File: src/design/mmr_defs.svh
// constants for the remote read/write request engine
// assumes a 100 MHz pclk and a byte-addressed APB bus
`ifndef MMR_DEFS_SVH
`define MMR_DEFS_SVH
`define MMR_OFF_CTRL      8'h00
`define MMR_OFF_STATION   8'h04
`define MMR_OFF_FUNC      8'h08
`define MMR_OFF_RADDR     8'h0C
`define MMR_OFF_LIDX      8'h10
`define MMR_OFF_LEN       8'h14
`define MMR_OFF_STATUS    8'h18
`define MMR_OFF_IRQ_STAT  8'h1C
`define MMR_OFF_IRQ_MASK  8'h20
`define MMR_OFF_DATA      8'h40
`define MMR_DATA_HI       8'h7C
`define MMR_CTRL_GO       0
`define MMR_CTRL_CONT     1
`define MMR_EV_DONE       0
`define MMR_EV_ERR        1
`define MMR_EV_TOUT       2
`define MMR_EV_REJECT     3
`define MMR_ST_BUSY       0
`define MMR_ST_FLAG_A     1
`define MMR_ST_FLAG_B     2
`define MMR_ST_FLAG_C     3
`define MMR_ST_REJECT     4
`define MMR_MAX_LEN       5'h10
`define MMR_ONE_LEN       5'h01
`define MMR_REMOTE_DIN    16'h0400
`define MMR_REMOTE_DOUT   16'h0500
`define MMR_REMOTE_TMR    16'h0600
`define MMR_REMOTE_AUX    16'h0800
`define MMR_REMOTE_CNT    16'h0E00
`define MMR_REMOTE_DREG   16'h1000
`define MMR_CLK_MHZ       100
`define MMR_TIMEOUT_US    10000
`endif

File: src/design/mmr_pkg.sv
// types shared by the remote read/write request engine
// assumes the constants header is compiled alongside
package mmr_pkg;
  typedef enum logic [7:0] {
    MMR_FC_BIT_RD   = 8'h02,
    MMR_FC_WORD_RD  = 8'h03,
    MMR_FC_WORD_WR1 = 8'h06,
    MMR_FC_COIL_WR  = 8'h0F,
    MMR_FC_WORD_WRN = 8'h10
  } mmr_func_t;

  typedef struct packed {
    logic [7:0]  station;
    logic [7:0]  func;
    logic [15:0] raddr;
    logic [4:0]  len;
  } mmr_req_t;

  typedef enum logic [3:0] {
    MMR_IDLE = 4'b0001,
    MMR_SEND = 4'b0010,
    MMR_WAIT = 4'b0100,
    MMR_DONE = 4'b1000
  } mmr_state_t;
endpackage

File: src/design/mmr_remote_rw.sv
// remote_rw_instruction engine: APB register front end and one-request link to a remote slave
// assumes the serial framing block sits on the link ports and answers in pclk cycles
//
// The register addresses and register access over APB were chosen for this implementation.
`include "mmr_defs.svh"
`timescale 1ns/10ps
module mmr_remote_rw
  import mmr_pkg::*;
#(
  parameter int TIMEOUT_CYC = `MMR_TIMEOUT_US * `MMR_CLK_MHZ
) (
  input  wire logic        pclk,
  input  wire logic        presetn,
  input  wire logic        psel,
  input  wire logic        penable,
  input  wire logic        pwrite,
  input  wire logic [7:0]  paddr,
  input  wire logic [31:0] pwdata,
  output logic [31:0]      prdata,
  output logic             pready,
  output logic             pslverr,
  output logic             irq,
  output logic             req_valid,
  output mmr_req_t         req,
  output logic             tx_valid,
  output logic [15:0]      tx_data,
  input  wire logic        tx_ready,
  input  wire logic        rx_valid,
  input  wire logic [15:0] rx_data,
  input  wire logic        resp_done,
  input  wire logic        resp_err
);

  function automatic logic func_ok(input logic [7:0] f);
    func_ok = (f == MMR_FC_BIT_RD) || (f == MMR_FC_WORD_RD) || (f == MMR_FC_WORD_WR1) ||
              (f == MMR_FC_COIL_WR) || (f == MMR_FC_WORD_WRN);
  endfunction

  function automatic logic func_writes(input logic [7:0] f);
    func_writes = (f == MMR_FC_WORD_WR1) || (f == MMR_FC_COIL_WR) || (f == MMR_FC_WORD_WRN);
  endfunction

  function automatic logic [3:0] word_index(input logic [3:0] base, input logic [3:0] off);
    word_index = 4'(base + off);
  endfunction

  mmr_state_t  state_reg;
  logic        cont_reg;
  logic [7:0]  station_reg;
  logic [7:0]  func_reg;
  logic [15:0] raddr_reg;
  logic [3:0]  lidx_reg;
  logic [4:0]  len_reg;
  logic [4:0]  run_len_reg;
  logic [7:0]  run_func_reg;
  logic [3:0]  run_lidx_reg;
  logic [3:0]  item_reg;
  logic [3:0]  item_next;
  logic        flag_a_reg;
  logic        flag_b_reg;
  logic        flag_c_reg;
  logic        reject_reg;
  logic [3:0]  ev_stat_reg;
  logic [3:0]  ev_mask_reg;
  logic [3:0]  ev_set;
  logic [31:0] tout_reg;
  logic [15:0] mem_reg [16];
  logic        pready_reg;
  logic [31:0] prdata_reg;
  logic        pslverr_reg;
  logic        irq_reg;
  logic        req_valid_reg;
  mmr_req_t    req_reg;
  logic        tx_valid_reg;
  logic [15:0] tx_data_reg;
  logic        go_pulse;
  logic        launch;
  logic        legal;
  logic [4:0]  eff_len;
  logic        bus_wr;
  logic        bus_rd;
  logic        data_hit;
  logic [3:0]  data_idx;
  logic        mapped;
  logic        tx_fire;
  logic        tx_last;
  logic        rx_take;
  logic        finish;

  assign bus_wr   = psel & penable & pwrite & pready_reg;
  assign bus_rd   = psel & penable & ~pwrite & ~pready_reg;
  assign data_hit = (paddr >= `MMR_OFF_DATA) && (paddr <= `MMR_DATA_HI) && (paddr[1:0] == 2'b00);
  assign data_idx = paddr[5:2];
  assign mapped   = data_hit || (paddr == `MMR_OFF_CTRL) || (paddr == `MMR_OFF_STATION) ||
                    (paddr == `MMR_OFF_FUNC) || (paddr == `MMR_OFF_RADDR) || (paddr == `MMR_OFF_LIDX) ||
                    (paddr == `MMR_OFF_LEN) || (paddr == `MMR_OFF_STATUS) ||
                    (paddr == `MMR_OFF_IRQ_STAT) || (paddr == `MMR_OFF_IRQ_MASK);

  // pulse form: one execution per write of the go bit made while idle; a write while busy is dropped
  assign go_pulse = bus_wr && (paddr == `MMR_OFF_CTRL) && pwdata[`MMR_CTRL_GO];
  // continuous form: relaunch every time the engine returns to idle while enabled
  assign launch   = (state_reg == MMR_IDLE) && (go_pulse || cont_reg);
  // single word write always carries exactly one item
  assign eff_len  = (func_reg == MMR_FC_WORD_WR1) ? `MMR_ONE_LEN : len_reg;
  assign legal    = func_ok(func_reg) && (eff_len != 5'h00) && (eff_len <= `MMR_MAX_LEN);
  assign tx_fire  = tx_valid_reg & tx_ready;
  assign tx_last  = (5'(item_reg) + 5'h01) == run_len_reg;
  assign rx_take  = (state_reg == MMR_WAIT) && rx_valid && !func_writes(run_func_reg) &&
                    (5'(item_reg) < run_len_reg);
  assign finish   = (state_reg == MMR_WAIT) && (resp_done || resp_err || (tout_reg == 32'h0000_0001));
  assign item_next = 4'(item_reg + 4'h1);

  always_comb begin
    ev_set = 4'h0;
    ev_set[`MMR_EV_DONE]   = finish && resp_done && !resp_err;
    ev_set[`MMR_EV_ERR]    = finish && resp_err;
    ev_set[`MMR_EV_TOUT]   = finish && !resp_done && !resp_err;
    ev_set[`MMR_EV_REJECT] = launch && !legal;
  end

  // request state machine
  always_ff @(posedge pclk or negedge presetn) begin
    if (!presetn) begin
      state_reg <= MMR_IDLE;
    end else begin
      unique case (state_reg)
        MMR_IDLE: begin
          if (launch && legal) begin
            state_reg <= func_writes(func_reg) ? MMR_SEND : MMR_WAIT;
          end
        end
        MMR_SEND: begin
          if (tx_fire && tx_last) begin
            state_reg <= MMR_WAIT;
          end
        end
        MMR_WAIT: begin
          if (finish) begin
            state_reg <= MMR_DONE;
          end
        end
        MMR_DONE: begin
          state_reg <= MMR_IDLE;
        end
      endcase
    end
  end

  // operands latched at launch so software may prepare the next request meanwhile
  always_ff @(posedge pclk or negedge presetn) begin
    if (!presetn) begin
      run_len_reg   <= 5'h00;
      run_func_reg  <= 8'h00;
      run_lidx_reg  <= 4'h0;
      req_valid_reg <= 1'b0;
      req_reg       <= '0;
    end else begin
      req_valid_reg <= 1'b0;
      if (launch && legal) begin
        run_len_reg   <= eff_len;
        run_func_reg  <= func_reg;
        run_lidx_reg  <= lidx_reg;
        req_valid_reg <= 1'b1;
        // remote address passes through untouched; slave area bases are the caller's choice
        req_reg <= '{station: station_reg, func: func_reg, raddr: raddr_reg, len: eff_len};
      end
    end
  end

  // item counter shared by the send and receive phases
  always_ff @(posedge pclk or negedge presetn) begin
    if (!presetn) begin
      item_reg <= 4'h0;
    end else if (launch && legal) begin
      item_reg <= 4'h0;
    end else if ((tx_fire && !tx_last) || rx_take) begin
      item_reg <= item_next;
    end else if (tx_fire) begin
      item_reg <= 4'h0;
    end
  end

  // outgoing data beats
  always_ff @(posedge pclk or negedge presetn) begin
    if (!presetn) begin
      tx_valid_reg <= 1'b0;
      tx_data_reg  <= 16'h0000;
    end else if (launch && legal && func_writes(func_reg)) begin
      tx_valid_reg <= 1'b1;
      if (func_reg == MMR_FC_COIL_WR) begin
        tx_data_reg <= {15'h0000, mem_reg[lidx_reg][0]};
      end else begin
        tx_data_reg <= mem_reg[lidx_reg];
      end
    end else if (tx_fire) begin
      tx_valid_reg <= !tx_last;
      if (run_func_reg == MMR_FC_COIL_WR) begin
        tx_data_reg <= {15'h0000, mem_reg[run_lidx_reg][item_next]};
      end else begin
        tx_data_reg <= mem_reg[word_index(run_lidx_reg, item_next)];
      end
    end
  end

  // response watchdog, counting only in MMR_WAIT; a slave that never raises tx_ready still holds the port in MMR_SEND
  always_ff @(posedge pclk or negedge presetn) begin
    if (!presetn) begin
      tout_reg <= 32'h0000_0000;
    end else if (launch && legal) begin
      tout_reg <= 32'(TIMEOUT_CYC);
    end else if (state_reg == MMR_WAIT && tout_reg != 32'h0000_0000) begin
      tout_reg <= tout_reg - 32'h0000_0001;
    end
  end

  // completion flags: clear beats set only if both could land in one cycle, which they cannot here
  always_ff @(posedge pclk or negedge presetn) begin
    if (!presetn) begin
      flag_a_reg <= 1'b0;
      flag_b_reg <= 1'b0;
      flag_c_reg <= 1'b0;
      reject_reg <= 1'b0;
    end else if (launch) begin
      flag_a_reg <= 1'b0;
      flag_b_reg <= 1'b0;
      flag_c_reg <= 1'b0;
      reject_reg <= !legal;
    end else if (finish) begin
      flag_a_reg <= ev_set[`MMR_EV_DONE];
      flag_b_reg <= ev_set[`MMR_EV_ERR];
      flag_c_reg <= ev_set[`MMR_EV_TOUT];
    end
  end

  // local data registers; the link wins a same-cycle clash with the bus
  always_ff @(posedge pclk or negedge presetn) begin
    if (!presetn) begin
      for (int i = 0; i < 16; i++) begin
        mem_reg[i] <= 16'h0000;
      end
    end else if (rx_take) begin
      if (run_func_reg == MMR_FC_BIT_RD) begin
        mem_reg[run_lidx_reg][item_reg] <= rx_data[0];
      end else begin
        mem_reg[word_index(run_lidx_reg, item_reg)] <= rx_data;
      end
    end else if (bus_wr && data_hit) begin
      mem_reg[data_idx] <= pwdata[15:0];
    end
  end

  // operand and control registers
  always_ff @(posedge pclk or negedge presetn) begin
    if (!presetn) begin
      cont_reg    <= 1'b0;
      station_reg <= 8'h00;
      func_reg    <= 8'h00;
      raddr_reg   <= 16'h0000;
      lidx_reg    <= 4'h0;
      len_reg     <= 5'h00;
      ev_mask_reg <= 4'h0;
    end else if (bus_wr) begin
      unique case (paddr)
        `MMR_OFF_CTRL:     cont_reg    <= pwdata[`MMR_CTRL_CONT];
        `MMR_OFF_STATION:  station_reg <= pwdata[7:0];
        `MMR_OFF_FUNC:     func_reg    <= pwdata[7:0];
        `MMR_OFF_RADDR:    raddr_reg   <= pwdata[15:0];
        `MMR_OFF_LIDX:     lidx_reg    <= pwdata[3:0];
        `MMR_OFF_LEN:      len_reg     <= pwdata[4:0];
        `MMR_OFF_IRQ_MASK: ev_mask_reg <= pwdata[3:0];
        default: ;
      endcase
    end
  end

  // sticky events, write one to clear; a new event wins over its clear
  always_ff @(posedge pclk or negedge presetn) begin
    if (!presetn) begin
      ev_stat_reg <= 4'h0;
      irq_reg     <= 1'b0;
    end else begin
      if (bus_wr && paddr == `MMR_OFF_IRQ_STAT) begin
        ev_stat_reg <= (ev_stat_reg & ~pwdata[3:0]) | ev_set;
      end else begin
        ev_stat_reg <= ev_stat_reg | ev_set;
      end
      irq_reg <= |(ev_stat_reg & ev_mask_reg);
    end
  end

  // apb answer: one wait state so read data comes from a flop
  always_ff @(posedge pclk or negedge presetn) begin
    if (!presetn) begin
      pready_reg  <= 1'b0;
      prdata_reg  <= 32'h0000_0000;
      pslverr_reg <= 1'b0;
    end else begin
      pready_reg  <= psel & penable & ~pready_reg;
      pslverr_reg <= psel & penable & ~pready_reg & ~mapped;
      prdata_reg  <= 32'h0000_0000;
      if (bus_rd) begin
        if (data_hit) begin
          prdata_reg <= {16'h0000, mem_reg[data_idx]};
        end else begin
          unique case (paddr)
            `MMR_OFF_CTRL:     prdata_reg <= {30'h0000_0000, cont_reg, 1'b0};
            `MMR_OFF_STATION:  prdata_reg <= {24'h00_0000, station_reg};
            `MMR_OFF_FUNC:     prdata_reg <= {24'h00_0000, func_reg};
            `MMR_OFF_RADDR:    prdata_reg <= {16'h0000, raddr_reg};
            `MMR_OFF_LIDX:     prdata_reg <= {28'h000_0000, lidx_reg};
            `MMR_OFF_LEN:      prdata_reg <= {27'h000_0000, len_reg};
            `MMR_OFF_STATUS:   prdata_reg <= {27'h000_0000, reject_reg, flag_c_reg, flag_b_reg, flag_a_reg,
                                              state_reg != MMR_IDLE};
            `MMR_OFF_IRQ_STAT: prdata_reg <= {28'h000_0000, ev_stat_reg};
            `MMR_OFF_IRQ_MASK: prdata_reg <= {28'h000_0000, ev_mask_reg};
            default:           prdata_reg <= 32'h0000_0000;
          endcase
        end
      end
    end
  end

  assign prdata    = prdata_reg;
  assign pready    = pready_reg;
  assign pslverr   = pslverr_reg;
  assign irq       = irq_reg;
  assign req_valid = req_valid_reg;
  assign req       = req_reg;
  assign tx_valid  = tx_valid_reg;
  assign tx_data   = tx_data_reg;
endmodule

File: config.mk
export PLATFORM = sky130hd
export DESIGN_NAME = mmr_remote_rw
export DESIGN_NICKNAME = d
export VERILOG_FILES = /design/src/design/mmr_pkg.sv /design/src/design/mmr_remote_rw.sv
export VERILOG_INCLUDE_DIRS = /design/src /design/src/design
export SDC_FILE = /design/constraint.sdc
export NUM_CORES = 2
export LEC_CHECK = 0
export BUFFER_PORTS_ARGS = -buffer_cell sky130_fd_sc_hd__buf_2
export CAP_MARGIN = 40
export CORE_UTILIZATION = 25
export CTS_CLUSTER_DIAMETER = 150
export DETAILED_ROUTE_END_ITERATION = 16
export GPL_TIMING_DRIVEN = 1
export PLACE_DENSITY = 0.51
export REMOVE_ABC_BUFFERS = 1
export SKIP_CTS_REPAIR_TIMING = 1
export SLEW_MARGIN = 25
export SYNTH_ARGS = -nofsm -noshare
export SYNTH_HDL_FRONTEND = slang
export SYNTH_SLANG_ARGS = --single-unit
export TNS_END_PERCENT = 5
File: constraint.sdc
create_clock -name pclk -period 5.6 [get_ports pclk]
set_clock_uncertainty 0.15 [all_clocks]
set_input_delay 0.84 -clock pclk [delete_from_list [all_inputs] [get_ports pclk]]
set_output_delay 0.84 -clock pclk [all_outputs]
set_load 0.02 [all_outputs]
==> impl_metrics.toml <==
[worst_setup_path]
critical_path.max_fanout = 44
cp.required_ns = 6.05
crit_top_cell = "o21a_1"
start_kind = "flip-flop"
cp_slowest_cell = "and3_4"
slowest_delay_ns = 0.72
arrival_ns = 4.65
endpoint_kind = "flip-flop"
worst-setup-path-type = "reg2reg"
path_cells = "ha_1 > nor2b_1 > o21a_1 > o21a_1 > o21bai_2 > and3_4 > a221o_1 > buf_4 > a21oi_1 > a31oi_1"

[clock_tree]
h-tree-depth = 2
clkSinkCount = 428
clock_path_buffers = 3
ctsRootBufferMaster = "clkbuf_16"
cts_buffers = 56
cts_tree = "done"
clkTransAtPathRegs_ns = 0.06
worstSkewPairLatency_ns = 0.70

[pwr]
power_frac_comb = 0.060
pwr-share-clk = 0.519
total_power_uw = 7420
internal_power_uw = 5470
p_seq_frac = 0.421
sw_frac_of_total = 0.263
switchingPower_uw = 1950
vdd_drop_max_v = 0.000223
p_leak_uw = 0.0144
pwr_density_cell_nw_per_um2 = 190

[grt]
grt_overflow_total = 0
first_global_vias = 32682
grt_pass1_wl_um = 251000
grt_max_degree = 185
antenna_found_initial = 22
track_usage = 0.254

[yosys]
async_flop_share = 1.00
synthTopCellsByArea = "dfrtp_1 (31%), mux4_2 (18%), o21ai_0 (6.8%), a31oi_1 (6.0%), a21oi_1 (4.1%)"
synth.largest_area_cell = "dfrtp_1"
synth.top_cell.area_share = 0.313
syn_inst = 3742
syn_area_per_cell_um2 = 9.12
synth_area_um2 = 34100
synth_common_cells = "o21ai_0 (461), dfrtp_1 (427), a31oi_1 (325)"
ys_seq_elements = 428
ys_warn_count = 0
synth_enable_flop_cells = 0
ys_seq_area_frac = 0.314
synth_most_common_cell = "o21ai_0"
ys.flop_type = "dfrtp_1"
ys_types = 80

[timing]
slew_headroom = 0.360
layout_min_cycle_time_ns = 4.20
post-route-period-util = 0.750
final_max_slew_viol_count = 0
grt_setup_unrepaired = "no"
finalHoldViolCount = 0
fmax_mhz = 238
finalSetupViolations = 0
tns_ns = 0
worstMarginPinSlew_ns = 0.957

[floorplanning]
fp.dieW_um = 371
placementRows = 135
start_util = 0.252
die_y_um = 371
core_area_um2 = 135000
dieArea_um2 = 138000
pin_count = 155

[finish]
fin_area_um2 = 39100
area_growth_pct = 14.4
drive_above_1_share = 0.232
largest_register_ffs = 256
fill_cells = 14299
layout.nets = 3739

[route]
via_per_inst = 6.43
drcViolationCount = 0
drt-wirelength-per-cell_um = 32.7
ant_nets = 0
routed_wl_um = 180000
drtPass1Iterations = 6
vias = 35280
initialDrtViolationCount = 5276

[placement]
placed_area_um2 = 36900
gp_congestion = 0.990
port_buffers = 122
hpwl_um = 113000

[outcome]
status = "finished clean"

[min_path]
holdCritPathClass = "in2async"

[run]
max-cap-violations = 0
## power by group through the flow
stage                     combinational (uW)  clock [uW]  sequential, uW
after floorplan                          136           0            3170
after global placement                   425           0            3180
after detailed placement                 429           0            3180
after CTS                                429        3880            3120
after global routing                     461        4000            3120
final                                    443        3850            3120
## layout by cell type, fill, tap and decap left out, drive strengths merged, types with 31 or more instances in the layout
| cell type | instances |
|---|---|
| mux2 | 94 |
| o211ai | 37 |
| a22oi | 31 |
| mux2i | 56 |
| nor3 | 191 |
| a21oi | 280 |
| nand2 | 323 |
| o21ai | 462 |
| nor2 | 153 |
| mux4 | 273 |
| buf | 314 |
| a31oi | 326 |
| inv | 43 |
| clkbuf | 83 |
| nand3 | 98 |
| dfrtp | 427 |
| nand4 | 50 |
## worst max-delay path, delay by kind of cell, from the launching register on
family / cells / cell delay (ns)
compound gates: 6 / 1.81
simple gates: 2 / 0.84
flops: 1 / 0.57
buf+inv: 1 / 0.39
fa+ha+maj: 1 / 0.30
## kinds of logic after synthesis
kind of cell             share of synthesized area
buffers and inverters                       0.0666
multiplexers                                 0.228
AO/OA/AOI/OAI                                0.243
other                                     0.000110
XOR/XNOR                                   0.00975
adder cells (fa/ha/maj)                    0.00704
AND/OR/NAND/NOR                              0.132
flip-flops                                   0.314
## metrics by stage
stage	utilization	hold slack [ns]	cells	setup WS (ns)
floorplan	-	0.306	3283	-6.69
finish	0.288	0.0212	5487	1.40
global placement	0.271	0.307	5353	1.28
global route	0.288	0.0889	5480	1.36
CTS	0.287	0.101	5463	1.57
detailed placement	0.273	0.312	5365	1.61
## cell type report
type / instances / area, um2 / share of cell area
well taps: 1781 / 2230 / 0.0571
multi-input cells: 2813 / 21500 / 0.551
clock inverters: 16 / 200 / 0.00513
diodes: 10 / 25.0 / 0.000641
repair buffers: 315 / 2520 / 0.0646
flip-flops and latches: 428 / 10700 / 0.275
inverters: 42 / 160 / 0.00410
clock buffers: 82 / 1680 / 0.0430
## routing by layer
| metal | up-vias | part of all wire | GRT usage | wire [um] |
|---|---|---|---|---|
| met5 | - | 0.00068 | 0 | 123 |
| met2 | 2662 | 0.42 | 0.370 | 76300 |
| met3 | 701 | 0.13 | 0.0892 | 23300 |
| met4 | 16 | 0.071 | 0.157 | 12800 |
| li1 | 14312 | - | - | - |
| met1 | 17589 | 0.37 | 0.319 | 67100 |
## worst paths after layout
kind / start / end / slack [ns] / cells after the start
min reg2reg: req[33] / req[33] / 0.32 / 2
max in group asynchronous: presetn / mem_reg[90] / 4.03 / 2
min: presetn / tout_reg[22] / 0.02 / 1
min in group pclk: resp_err / ev_stat_reg[1] / 0.30 / 2
max: item_reg[1] / mem_reg[22] / 1.40 / 10
max reg2reg: item_reg[1] / mem_reg[22] / 1.40 / 10
(Power assumes the default switching activity.)
